### config.mk
export PLATFORM = sky130hd
export DESIGN_NAME = fai_flash_if
export DESIGN_NICKNAME = d
export VERILOG_FILES = /design/src/hdl/fai_pkg.sv /design/src/hdl/fai_flash_if.sv
export VERILOG_INCLUDE_DIRS = /design/src /design/src/hdl
export SDC_FILE = /design/constraint.sdc
export NUM_CORES = 1
export LEC_CHECK = 0
export BUFFER_PORTS_ARGS = -buffer_cell sky130_fd_sc_hd__clkbuf_2
export CORE_MARGIN = 1.5
export CORE_UTILIZATION = 43
export CTS_CLUSTER_SIZE = 12
export DETAILED_ROUTE_END_ITERATION = 7
export MAX_ROUTING_LAYER = met4
export PLACE_DENSITY = 0.71
export SYNTH_ARGS = -nofsm -noshare
export SYNTH_HDL_FRONTEND = slang
export SYNTH_SLANG_ARGS = --single-unit
### constraint.sdc
create_clock -name clk_i -period 8.5 [get_ports clk_i]
set_input_delay 0.85 -clock clk_i [delete_from_list [all_inputs] [get_ports clk_i]]
set_output_delay 0.85 -clock clk_i [all_outputs]
set_load 0.02 [all_outputs]
### src/hdl/fai_regs.svh
`ifndef FAI_REGS_SVH
`define FAI_REGS_SVH

// ***************************************************************
// register map (byte addresses on the wishbone slave)
// ***************************************************************
`define FAI_OFF_CTRL      8'h00
`define FAI_OFF_RTIME     8'h04
`define FAI_OFF_WTIME     8'h08
`define FAI_OFF_STATUS    8'h0c
`define FAI_OFF_XLATE_IN  8'h10
`define FAI_OFF_XLATE_OUT 8'h14

// ***************************************************************
// field positions
// ***************************************************************
`define FAI_CTRL_MODE_LSB   0
`define FAI_CTRL_BIG_BIT    2
`define FAI_TIM_ATD_BIT     0
`define FAI_TIM_LATCH_ENABLE_HOLD_CFG_BIT    1
`define FAI_TIM_EQ_LSB      4
`define FAI_TIM_WRITE_STROBE_HIGH_CFG_BIT    8
`define FAI_TIM_WTC_LSB     12

// ***************************************************************
// reset values
// ***************************************************************
`define FAI_RST_CTRL   32'h0000_0001
`define FAI_RST_RTIME  32'h0000_4331
`define FAI_RST_WTIME  32'h0000_7001

// ***************************************************************
// address mapping constants
// ***************************************************************
`define FAI_SMALL_SPAN    24'h00_4000
`define FAI_SMALL_ODD     24'h00_2000
`define FAI_SMALL_BASE_S  24'h0d_0000
`define FAI_SMALL_BASE_L  24'h05_0000
`define FAI_BIG_SPAN      24'h02_0000
`define FAI_BIG_ODD       24'h01_0000
`define FAI_BIG_ADD_L     24'h0c_0000
`define FAI_SMALL_LO      24'h14_0000
`define FAI_SMALL_LO_S    24'h14_8000
`define FAI_BIG_LO_S      24'h0a_0000
`define FAI_BIG_LO_L      24'h04_0000
`define FAI_BIG_HI        24'h10_0000
`define FAI_SMALL_HI      24'h15_0000

// ***************************************************************
// strap and security vector
// ***************************************************************
`define FAI_STRAP_PROG    3'h7
`define FAI_SECVEC_ADDR   24'h14_8000
`define FAI_SECVEC_WORDS  4

`endif

### src/hdl/fai_pkg.sv
package fai_pkg;
	typedef enum logic [1:0] {
		FAI_MODE_W64 = 2'h0,
		FAI_MODE_W32 = 2'h1,
		FAI_MODE_W16 = 2'h3
	} fai_mode_t;

	typedef enum logic [2:0] {
		FAI_ST_BOOT  = 3'h0,
		FAI_ST_VEC   = 3'h1,
		FAI_ST_IDLE  = 3'h3,
		FAI_ST_SETUP = 3'h2,
		FAI_ST_WAIT  = 3'h6,
		FAI_ST_DONE  = 3'h7,
		FAI_ST_PROG  = 3'h5
	} fai_state_t;
endpackage

### src/hdl/fai_flash_if.sv
// Implementation choices: the address map and the Wishbone slave port.
`include "fai_regs.svh"

// Functional notes
// wide mode: 32-bit fetch, 64-bit macro read
// wide mode refuses every flash write
// 32-bit mode: one 32-bit macro access
// 16-bit mode: reads and writes as halfwords
// 16-bit mode forbids instruction fetch
// software sets read timing per frequency
// software sets write timing per frequency
// small-sector cpu to macro address mapping
// large-sector cpu to macro address mapping
// programmer adds offset via address bit 21
// strap 111 at reset: halt, route pins
// programming mode exposes macro as standalone part
// programmer keeps addr bit0 low, bit20 high
// width select tied high in cpu mode
// programmer handles A19 pin per variant
// security vector read from 0x148000 at boot
// mode switch done by boot rom routine
// programmer waits after reset before access
// timing fields applied to every access; boot vector reads use only the rtime wait count
module fai_flash_if
	import fai_pkg::*;
(
	input  wire logic        clk_i,
	input  wire logic        rst_i,
	// wishbone slave
	input  wire logic        wb_cyc_i,
	input  wire logic        wb_stb_i,
	input  wire logic        wb_we_i,
	input  wire logic [7:0]  wb_adr_i,
	input  wire logic [3:0]  wb_sel_i,
	input  wire logic [31:0] wb_dat_i,
	output logic      [31:0] wb_dat_o,
	output logic             wb_ack_o,
	// cpu flash port
	input  wire logic        cpu_req_i,
	input  wire logic        cpu_we_i,
	input  wire logic        cpu_fetch_i,
	input  wire logic [23:0] cpu_addr_i,
	input  wire logic [15:0] cpu_wdata_i,
	output logic      [31:0] cpu_rdata_o,
	output logic             cpu_ack_o,
	output logic             cpu_err_o,
	output logic             cpu_halt_o,
	// pins and strap
	input  wire logic [2:0]  boot_mode_pins_i,
	input  wire logic        ext_prog_reset_i,
	input  wire logic        ext_write_strobe_i,
	input  wire logic        ext_output_enable_i,
	input  wire logic        ext_chip_select_i,
	input  wire logic [21:0] ext_macro_address_i,
	input  wire logic [15:0] ext_dq_i,
	output logic      [15:0] ext_dq_o,
	output logic             ext_dq_oe_n_o,
	output logic             ext_ready_busy_o,
	output logic             sec_valid_o,
	output logic [127:0]     sec_vector_o,
	// flash macro
	output logic      [21:0] macro_address_o,
	output logic      [63:0] macro_wdata_o,
	input  wire logic [63:0] macro_rdata_i,
	input  wire logic        macro_ready_busy_i,
	output logic             macro_reset_pin_o,
	output logic             chip_select_in_o,
	output logic             output_enable_in_o,
	output logic             write_strobe_in_o,
	output logic             width_select_in_o,
	output logic             transition_detect_in_o,
	output logic             balance_in_o,
	output logic             latch_hold_o,
	output logic [1:0]       access_width_o
);

	// ***************************************************************
	// state
	// ***************************************************************
	typedef struct packed {
		fai_state_t  st;
		logic [1:0]  mode;
		logic        big;
		logic [15:0] rtime;
		logic [15:0] wtime;
		logic [23:0] xin;
		logic [3:0]  cnt;
		logic [1:0]  vidx;
		logic [127:0] vec;
		logic        vdone;
		logic        prog;
		logic        ack;
		logic [31:0] dat;
		logic        cack;
		logic        cerr;
		logic [31:0] crd;
		logic        refused;
		logic [2:0]  md_s1;
		logic [2:0]  md_s2;
	} fai_reg_t;

	fai_reg_t r;
	fai_reg_t next_r;

	// ***************************************************************
	// address mapping
	// ***************************************************************
	function automatic logic [23:0] fai_map(input logic [23:0] a,
		input logic big_var);
		logic [23:0] f;
		logic [23:0] lo;
		f = a;
		if (a >= `FAI_SMALL_LO) begin
			lo = a & (`FAI_SMALL_SPAN - 24'h1);
			f  = a - lo + (lo >> 1);
			if (a[2])
				f = f + `FAI_SMALL_ODD;
			f = f - {22'h0, a[2:1]} + {22'h0, a[1:0]};
			f = f - (big_var ? `FAI_SMALL_BASE_L : `FAI_SMALL_BASE_S);
		end else begin
			lo = a & (`FAI_BIG_SPAN - 24'h1);
			f  = a - lo + (lo >> 1);
			if (a[2])
				f = f + `FAI_BIG_ODD;
			f = f - {22'h0, a[2:1]} + {22'h0, a[1:0]};
			if (big_var)
				f = f + `FAI_BIG_ADD_L;
		end
		return f;
	endfunction

	function automatic logic fai_mapped(input logic [23:0] a,
		input logic big_var);
		if (big_var)
			return (a >= `FAI_BIG_LO_L && a < `FAI_BIG_HI) ||
				(a >= `FAI_SMALL_LO && a < `FAI_SMALL_HI);
		return (a >= `FAI_BIG_LO_S && a < `FAI_BIG_HI) ||
			(a >= `FAI_SMALL_LO_S && a < `FAI_SMALL_HI);
	endfunction

	logic [23:0] cpu_fa;
	logic        wb_hit;
	logic        bad_req;
	logic [3:0]  tim_wtc;
	logic [23:0] vec_fa;

	assign cpu_fa = fai_map(cpu_addr_i, r.big);
	assign vec_fa = fai_map(`FAI_SECVEC_ADDR +
		{20'h0, r.vidx, 2'h0}, r.big);
	assign wb_hit = wb_cyc_i && wb_stb_i && !r.ack;
	// refusals: writes in wide and 32-bit mode, fetches in halfword mode, unmapped addresses
	assign bad_req = (cpu_we_i && fai_mode_t'(r.mode) == FAI_MODE_W64) ||
		(cpu_fetch_i && fai_mode_t'(r.mode) == FAI_MODE_W16) ||
		(cpu_we_i && fai_mode_t'(r.mode) == FAI_MODE_W32) ||
		!fai_mapped(cpu_addr_i, r.big);
	assign tim_wtc = cpu_we_i ? r.wtime[`FAI_TIM_WTC_LSB +: 4]
		: r.rtime[`FAI_TIM_WTC_LSB +: 4];

	// ***************************************************************
	// next state
	// ***************************************************************
	always_comb begin
		next_r         = r;
		next_r.md_s1   = boot_mode_pins_i;
		next_r.md_s2   = r.md_s1;
		next_r.ack     = 1'b0;
		next_r.cack    = 1'b0;
		next_r.cerr    = 1'b0;
		if (wb_hit) begin
			next_r.ack = 1'b1;
			next_r.dat = 32'h0;
			unique case (wb_adr_i)
			`FAI_OFF_CTRL:
				next_r.dat = {29'h0, r.big, r.mode};
			`FAI_OFF_RTIME:
				next_r.dat = {16'h0, r.rtime};
			`FAI_OFF_WTIME:
				next_r.dat = {16'h0, r.wtime};
			`FAI_OFF_STATUS:
				next_r.dat = {27'h0, r.refused, macro_ready_busy_i,
					r.vdone, r.prog, r.st == FAI_ST_IDLE};
			`FAI_OFF_XLATE_IN:
				next_r.dat = {8'h0, r.xin};
			`FAI_OFF_XLATE_OUT:
				next_r.dat = {8'h0, fai_map(r.xin, r.big)};
			default:
				next_r.dat = 32'h0;
			endcase
			if (wb_we_i && wb_sel_i[0]) begin
				unique case (wb_adr_i)
				`FAI_OFF_CTRL: begin
					if (wb_dat_i[1:0] != 2'h2)
						next_r.mode = wb_dat_i[1:0];
					next_r.big = wb_dat_i[`FAI_CTRL_BIG_BIT];
				end
				`FAI_OFF_RTIME:
					next_r.rtime = wb_dat_i[15:0];
				`FAI_OFF_WTIME:
					next_r.wtime = wb_dat_i[15:0];
				`FAI_OFF_XLATE_IN:
					next_r.xin = wb_dat_i[23:0];
				default: ;
				endcase
			end
			// refused flag: a new refusal wins over the clear
			if (wb_we_i && wb_sel_i[0] && wb_adr_i == `FAI_OFF_STATUS &&
				wb_dat_i[4])
				next_r.refused = 1'b0;
		end
		unique case (r.st)
		FAI_ST_BOOT: begin
			if (r.md_s2 == `FAI_STRAP_PROG) begin
				next_r.prog = 1'b1;
				next_r.st   = FAI_ST_PROG;
			end else begin
				next_r.st  = FAI_ST_VEC;
				next_r.cnt = r.rtime[`FAI_TIM_WTC_LSB +: 4];
			end
		end
		FAI_ST_VEC: begin
			if (r.cnt != 4'h0) begin
				next_r.cnt = r.cnt - 4'h1;
			end else begin
				next_r.vec[{r.vidx, 5'h0} +: 32] = macro_rdata_i[31:0];
				next_r.vidx = r.vidx + 2'h1;
				next_r.cnt  = r.rtime[`FAI_TIM_WTC_LSB +: 4];
				if (r.vidx == 2'(`FAI_SECVEC_WORDS - 1)) begin
					next_r.vdone = 1'b1;
					next_r.st    = FAI_ST_IDLE;
				end
			end
		end
		FAI_ST_IDLE: begin
			if (cpu_req_i) begin
				if (bad_req) begin
					next_r.cerr    = 1'b1;
					next_r.refused = 1'b1;
					next_r.st      = FAI_ST_DONE;
				end else begin
					next_r.st  = FAI_ST_SETUP;
					next_r.cnt = tim_wtc;
				end
			end
		end
		FAI_ST_SETUP:
			next_r.st = FAI_ST_WAIT;
		FAI_ST_WAIT: begin
			if (r.cnt != 4'h0) begin
				next_r.cnt = r.cnt - 4'h1;
			end else begin
				next_r.cack = 1'b1;
				next_r.st   = FAI_ST_DONE;
				unique case (fai_mode_t'(r.mode))
				FAI_MODE_W64:
					next_r.crd = cpu_addr_i[2] ? macro_rdata_i[31:0]
						: macro_rdata_i[63:32];
				FAI_MODE_W32:
					next_r.crd = macro_rdata_i[31:0];
				default:
					next_r.crd = {16'h0, macro_rdata_i[15:0]};
				endcase
			end
		end
		FAI_ST_DONE:
			if (!cpu_req_i)
				next_r.st = FAI_ST_IDLE;
		FAI_ST_PROG:
			next_r.st = FAI_ST_PROG;
		default:
			next_r.st = FAI_ST_BOOT;
		endcase
	end

	// ***************************************************************
	// registers
	// ***************************************************************
	always_ff @(posedge clk_i) begin
		if (rst_i) begin
			r         <= '0;
			r.st      <= FAI_ST_BOOT;
			r.mode    <= 2'(`FAI_RST_CTRL);
			r.rtime   <= 16'(`FAI_RST_RTIME);
			r.wtime   <= 16'(`FAI_RST_WTIME);
			// strap sync keeps running so boot sees it at release
			r.md_s1   <= boot_mode_pins_i;
			r.md_s2   <= r.md_s1;
		end else begin
			r <= next_r;
		end
	end

	// ***************************************************************
	// macro and pin drive
	// ***************************************************************
	logic in_acc;
	logic rd_sel;
	logic [15:0] tim;

	assign in_acc = r.st == FAI_ST_SETUP || r.st == FAI_ST_WAIT;
	assign rd_sel = !cpu_we_i;
	assign tim    = (in_acc && cpu_we_i) ? r.wtime : r.rtime;

	always_comb begin
		if (r.prog) begin
			macro_address_o        = ext_macro_address_i;
			macro_wdata_o          = {48'h0, ext_dq_i};
			macro_reset_pin_o      = ext_prog_reset_i;
			chip_select_in_o       = ext_chip_select_i;
			output_enable_in_o     = ext_output_enable_i;
			write_strobe_in_o      = ext_write_strobe_i;
			transition_detect_in_o = 1'b0;
			balance_in_o           = 1'b0;
			latch_hold_o           = 1'b0;
			access_width_o         = 2'h0;
		end else begin
			macro_address_o        = r.st == FAI_ST_VEC
				? vec_fa[21:0] : cpu_fa[21:0];
			macro_wdata_o          = {48'h0, cpu_wdata_i};
			macro_reset_pin_o      = 1'b1;
			chip_select_in_o       = !(in_acc || r.st == FAI_ST_VEC);
			output_enable_in_o     = !((in_acc && rd_sel) ||
				r.st == FAI_ST_VEC);
			// strobe-high phase only when its field is set
			write_strobe_in_o      = !(r.st == FAI_ST_WAIT && cpu_we_i &&
				!(tim[`FAI_TIM_WRITE_STROBE_HIGH_CFG_BIT] && r.cnt == 4'h0));
			transition_detect_in_o = in_acc && tim[`FAI_TIM_ATD_BIT];
			balance_in_o           = in_acc &&
				(r.cnt < tim[`FAI_TIM_EQ_LSB +: 4]);
			latch_hold_o           = r.st == FAI_ST_SETUP &&
				tim[`FAI_TIM_LATCH_ENABLE_HOLD_CFG_BIT];
			access_width_o         = r.mode;
		end
	end

	assign width_select_in_o = 1'b1;
	assign ext_dq_o          = macro_rdata_i[15:0];
	assign ext_dq_oe_n_o     = !(r.prog && !ext_output_enable_i &&
		!ext_chip_select_i);
	assign ext_ready_busy_o  = r.prog ? macro_ready_busy_i : 1'b1;
	assign cpu_halt_o        = r.prog;
	assign cpu_ack_o         = r.cack;
	assign cpu_err_o         = r.cerr;
	assign cpu_rdata_o       = r.crd;
	assign wb_ack_o          = r.ack;
	assign wb_dat_o          = r.dat;
	assign sec_valid_o       = r.vdone;
	assign sec_vector_o      = r.vec;

endmodule

==> out/results.env <==
SYNTH-WARNING-COUNT=0
SYNTH_ASYNC_SR_FLOP_SHARE_PCT=0
SWITCHING_SHARE_PCT=40.4
INITIAL_DETAILED_ROUTING_VIOLATION_COUNT=1506
STATUS='finished, final reports clean'
CTS.ROOT.BUFFER_CELL='clkbuf_16'
NUMBER_OF_ANTENNA_VIOLATIONS_AT_THE_FIRST_CHECK_IN_GLOBAL_ROUTING=2
RSZ_0062_RAISED_AFTER_GLOBAL_ROUTING='false'
CLOCK_INSERTION_DELAY_WORST_SKEW_NS=0.60
REG2REG_TO='wb_dat_o[22]'
POSTCTSSETUPBUFFERS=0
CRIT_PATH_MAX_INCR_DELAY_NS=0.43
FINALWORSTPATHREQUIREDPERIOD_NS=7.58
PWR-SHARE-CLK_PCT=29.5
ORIGIN_OF_THE_CRITICAL_FLOP_TO_FLOP_PATH='r[212]'
CLK_PIN_SLEW_WORST_PATHS_NS=0.06
FP.DIEW_UM=230
POST_CTS_RESIZE_COUNT=0
TRACK_USAGE_PCT=26.6
CLOCK_BUFFER_COUNT_FROM_CTS=31
SLOWEST_STAGE='ha_1'
CRIT_START='cpu_addr_i[2]'
CP_DATA_REQUIRED_TIME_NS=7.65
CRIT_ARRIVAL_NS=6.73
POST_SYNTH.CELL_AREA_AVG_UM2=7.49
TIGHTEST_SLEW_NS=1.11
AVGVIACOUNTPERCELL=5.56
TIMING.FMAX_MHz=132
DP_HPWL_UM=55000
POSTCTSHOLDBUFS=0
FINALCLOCKSKEW_NS=0.0159
YS_SEQ_ELEMENTS=264
CTS-HTREE-LEVELS=1
CTS.SINK_COUNT=264
DRC=0
TRITONCTS_CLOCK_TREE='done'
GRT_START_MAX_NET_PINS=79
WHS_NS=0.328
TOP_LAYER_USED='met4'
DRIVE_ABOVE_1_SHARE_PCT=19.1
FLOORPLAN.DIE_AREA_UM2=53100
TOP_FLIP_FLOP_CELL_BY_INSTANCE_COUNT_AFTER_SYNTHESIS='dfxtp_1'
CP-END-KIND='output pin'
SYN_INST=2967
SYNTHDISTINCTLIBCELLS=100
REG2REG_DEPTH=24
SYN_TO_FINAL_GROWTH_PCT=9.48
ROUTEDLENGTHMET1_UM=30700
CRIT_END='macro_address_o[20]'
SEQ_AREA_FRAC_SYNTH_PCT=23.8
DRT-PASS1-ITER-COUNT=6
DESIGN.FINAL.NETS=3522
SEQUENTIALPOWERSHARE_PCT=29.4
TIMING_HOLD_VIOLATIONS_FINAL=0
PORT_BUFFERS=444
RELATIVE_CONTRIBUTION_OF_COMBINATIONAL_CELLS_TO_TOTAL_POWER_PCT=41.2
CTS_BUFFER_DEPTH=3
LEAKAGEPOWER_nW=10.4
GRT_PASS1_WL_UM=110000
CP_MAX_FO=10
GP_CONGESTION=1.00
SYN_AREA_UM2=22200
MAX_CAP_VIOLATIONS=0
WIRE_PER_INST_UM=18.9
VIA_COUNT=21300
SETUP.WORST_PATH.START_CLASS='primary input'
PLACEMENTROWS=83
CORE_UM2=51200
INITIAL_CORE_UTIL_PCT=43.4
DIE_HEIGHT_UM=230
POWER_DENSITY_nW_PER_UM2=189
VIA_COUNT_OF_THE_FIRST_GLOBAL_ROUTING_PASS=19900
MAX-VDD-IR-DROP_uV=165
P_INT_mW=2.75
GRT-OVFL-TOTAL=0
ROUTED_WL_UM=72200
NUM_IO_PINS=513
FINAL_MIN_PERIOD_OVER_CLOCK_PERIOD_PCT=89.2
SETUP_CP_TYPE='primary input to output pin'
RRSETUPSLACK_NS=1.62
DRTANTENNAVIOLNETS=0
TNS_NS=0
TIMING.MAX_SLEW.REL_SLACK_PCT=25.9
ROUTED-WL-MET2_UM=34200
DRV_SLEW=0
COUNT_OF_ENDPOINTS_FAILING_SETUP_IN_THE_FINAL_REPORT=0
MET3WIRELENGTH_UM=5120
MIN-DELAY-PATH-CLASS='flop to flop'
POWER_SWITCHING_mW=1.86
COUNT_OF_FLIP_FLOPS_WITH_A_BUILT_IN_ENABLE_AFTER_SYNTHESIS=0
[per-layer routing]
layer	global-route usage, %	up-vias
met5	-	-
met1	33.5	9938
met3	3.51	126
li1	-	10400
met2	44.4	839
met4	8.15	0
[power groups by stage]
| stage | Clock (mW) | Sequential [mW] | Combinational [mW] |
|---|---|---|---|
| global route | 1.42 | 1.36 | 2.08 |
| floorplan | 0 | 1.35 | 1.43 |
| CTS | 1.38 | 1.35 | 1.90 |
| detailed placement | 0 | 1.38 | 1.89 |
| finish | 1.36 | 1.35 | 1.90 |
| global placement | 0 | 1.38 | 1.88 |
[layout by cell type, fill, tap and decap left out, types with 22 or more instances in the layout]
cell / count
a21oi_1: 326
nand2_1: 377
inv_1: 174
mux2i_1: 48
nand2b_1: 25
nor2_1: 176
clkbuf_16: 31
buf_4: 28
a211oi_1: 46
nor3_1: 67
a31oi_1: 23
nand3_1: 172
dfxtp_1: 263
conb_1: 60
mux2_2: 22
ha_1: 186
xor2_1: 45
or3_1: 25
clkbuf_2: 443
o21ai_0: 93
o211ai_1: 22
nor2b_1: 23
xnor2_1: 92
[through the flow]
stage / instances / power [mW] / instance area [um^2] / setup slack (ns) / utilization, %
CTS: 3828 / 4.63 / 24300 / 0.974 / 47.5
global placement: 3776 / 3.26 / 23300 / 1.08 / 45.5
global route: 3830 / 4.86 / 24300 / 0.464 / 47.5
floorplan: 3025 / 2.78 / 22500 / 1.77 / -
detailed placement: 3776 / 3.27 / 23300 / 0.988 / 45.5
finish: 3830 / 4.61 / 24300 / 0.917 / 47.5
[kinds of logic (layout without fill, tap and decap cells)]
family          after synthesis  count (layout)  synth area share [%]
flops                       264             264                  23.8
simple gates                981             981                  20.4
xor+xnor                    142             142                  5.82
mux                          71              71                  3.38
other cells                   2              62                0.0338
fa+ha+maj                   191             191                  10.9
buf+inv                     578             701                  14.1
compound gates              738             738                  21.5
[flip-flops by register name, summed over array words and instances (netlist names)]
signal	flops
next_r	3
sec_valid_o	1
wb_ack_o	1
cpu_halt_o	1
cpu_rdata_o	32
sec_vector_o	128
r	72
cpu_ack_o	1
cpu_err_o	1
wb_dat_o	24
[worst min path at each step]
| stage | slack (ns) | from | end | depth (start not counted) |
|---|---|---|---|---|
| 2_1_floorplan | 0.31 | next_r[0] | r[0] | 0 |
| 3_3_place_gp | 0.31 | next_r[2] | r[2] | 0 |
| 3_5_place_dp | 0.32 | next_r[1] | r[1] | 0 |
| 4_1_cts | 0.33 | next_r[1] | r[1] | 0 |
| 5_1_grt | 0.33 | next_r[1] | r[1] | 0 |
| 6_report | 0.33 | next_r[1] | r[1] | 0 |
[Yosys cell counts (13+ instances only)]
cell        n  area share [%]
xor2_1     45             1.8
a211oi_1   46             1.6
xnor2_1    92             3.6
mux2_2     22             1.1
dfxtp_1   264              24
nand3_1   172             3.9
o211ai_1   22            0.74
inv_1     174             2.9
nand2b_1   25            0.70
nor2b_1    23            0.65
mux2i_1    48             2.2
nand4_1    18            0.51
nor3_1     70             1.6
nor4_1     15            0.42
nand2_1   377             6.4
and2_1     13            0.37
a22oi_1    19            0.64
a21o_1     20            0.68
o31ai_1    17            0.57
nor2_1    178             3.0
and3_1     15            0.42
buf_4     257             8.7
clkbuf_1  138             2.3
a21oi_1   327             7.4
or3_1      25            0.70
o21ai_0    93             2.1
ha_1      186              10
a31oi_1    23            0.65
[layout make-up]
class | count | area, um^2
Fill cell | 5170 | 26900
Multi-Input combinational cell | 2183 | 14100
Sequential cell | 264 | 5290
Timing Repair Buffer | 472 | 2440
Clock buffer | 42 | 887
Tap cell | 680 | 851
Inverter | 177 | 664
Clock inverter | 10 | 129
Antenna cell | 2 | 5.00
[critical path: cells and delay by family]
family / cells / cell delay, ns
simple gates: 8 / 1.18
xor+xnor: 2 / 0.49
compound gates: 10 / 2.19
buf+inv: 5 / 1.01
fa+ha+maj: 3 / 1.02
Note: power is estimated with default switching activity, not from simulation.
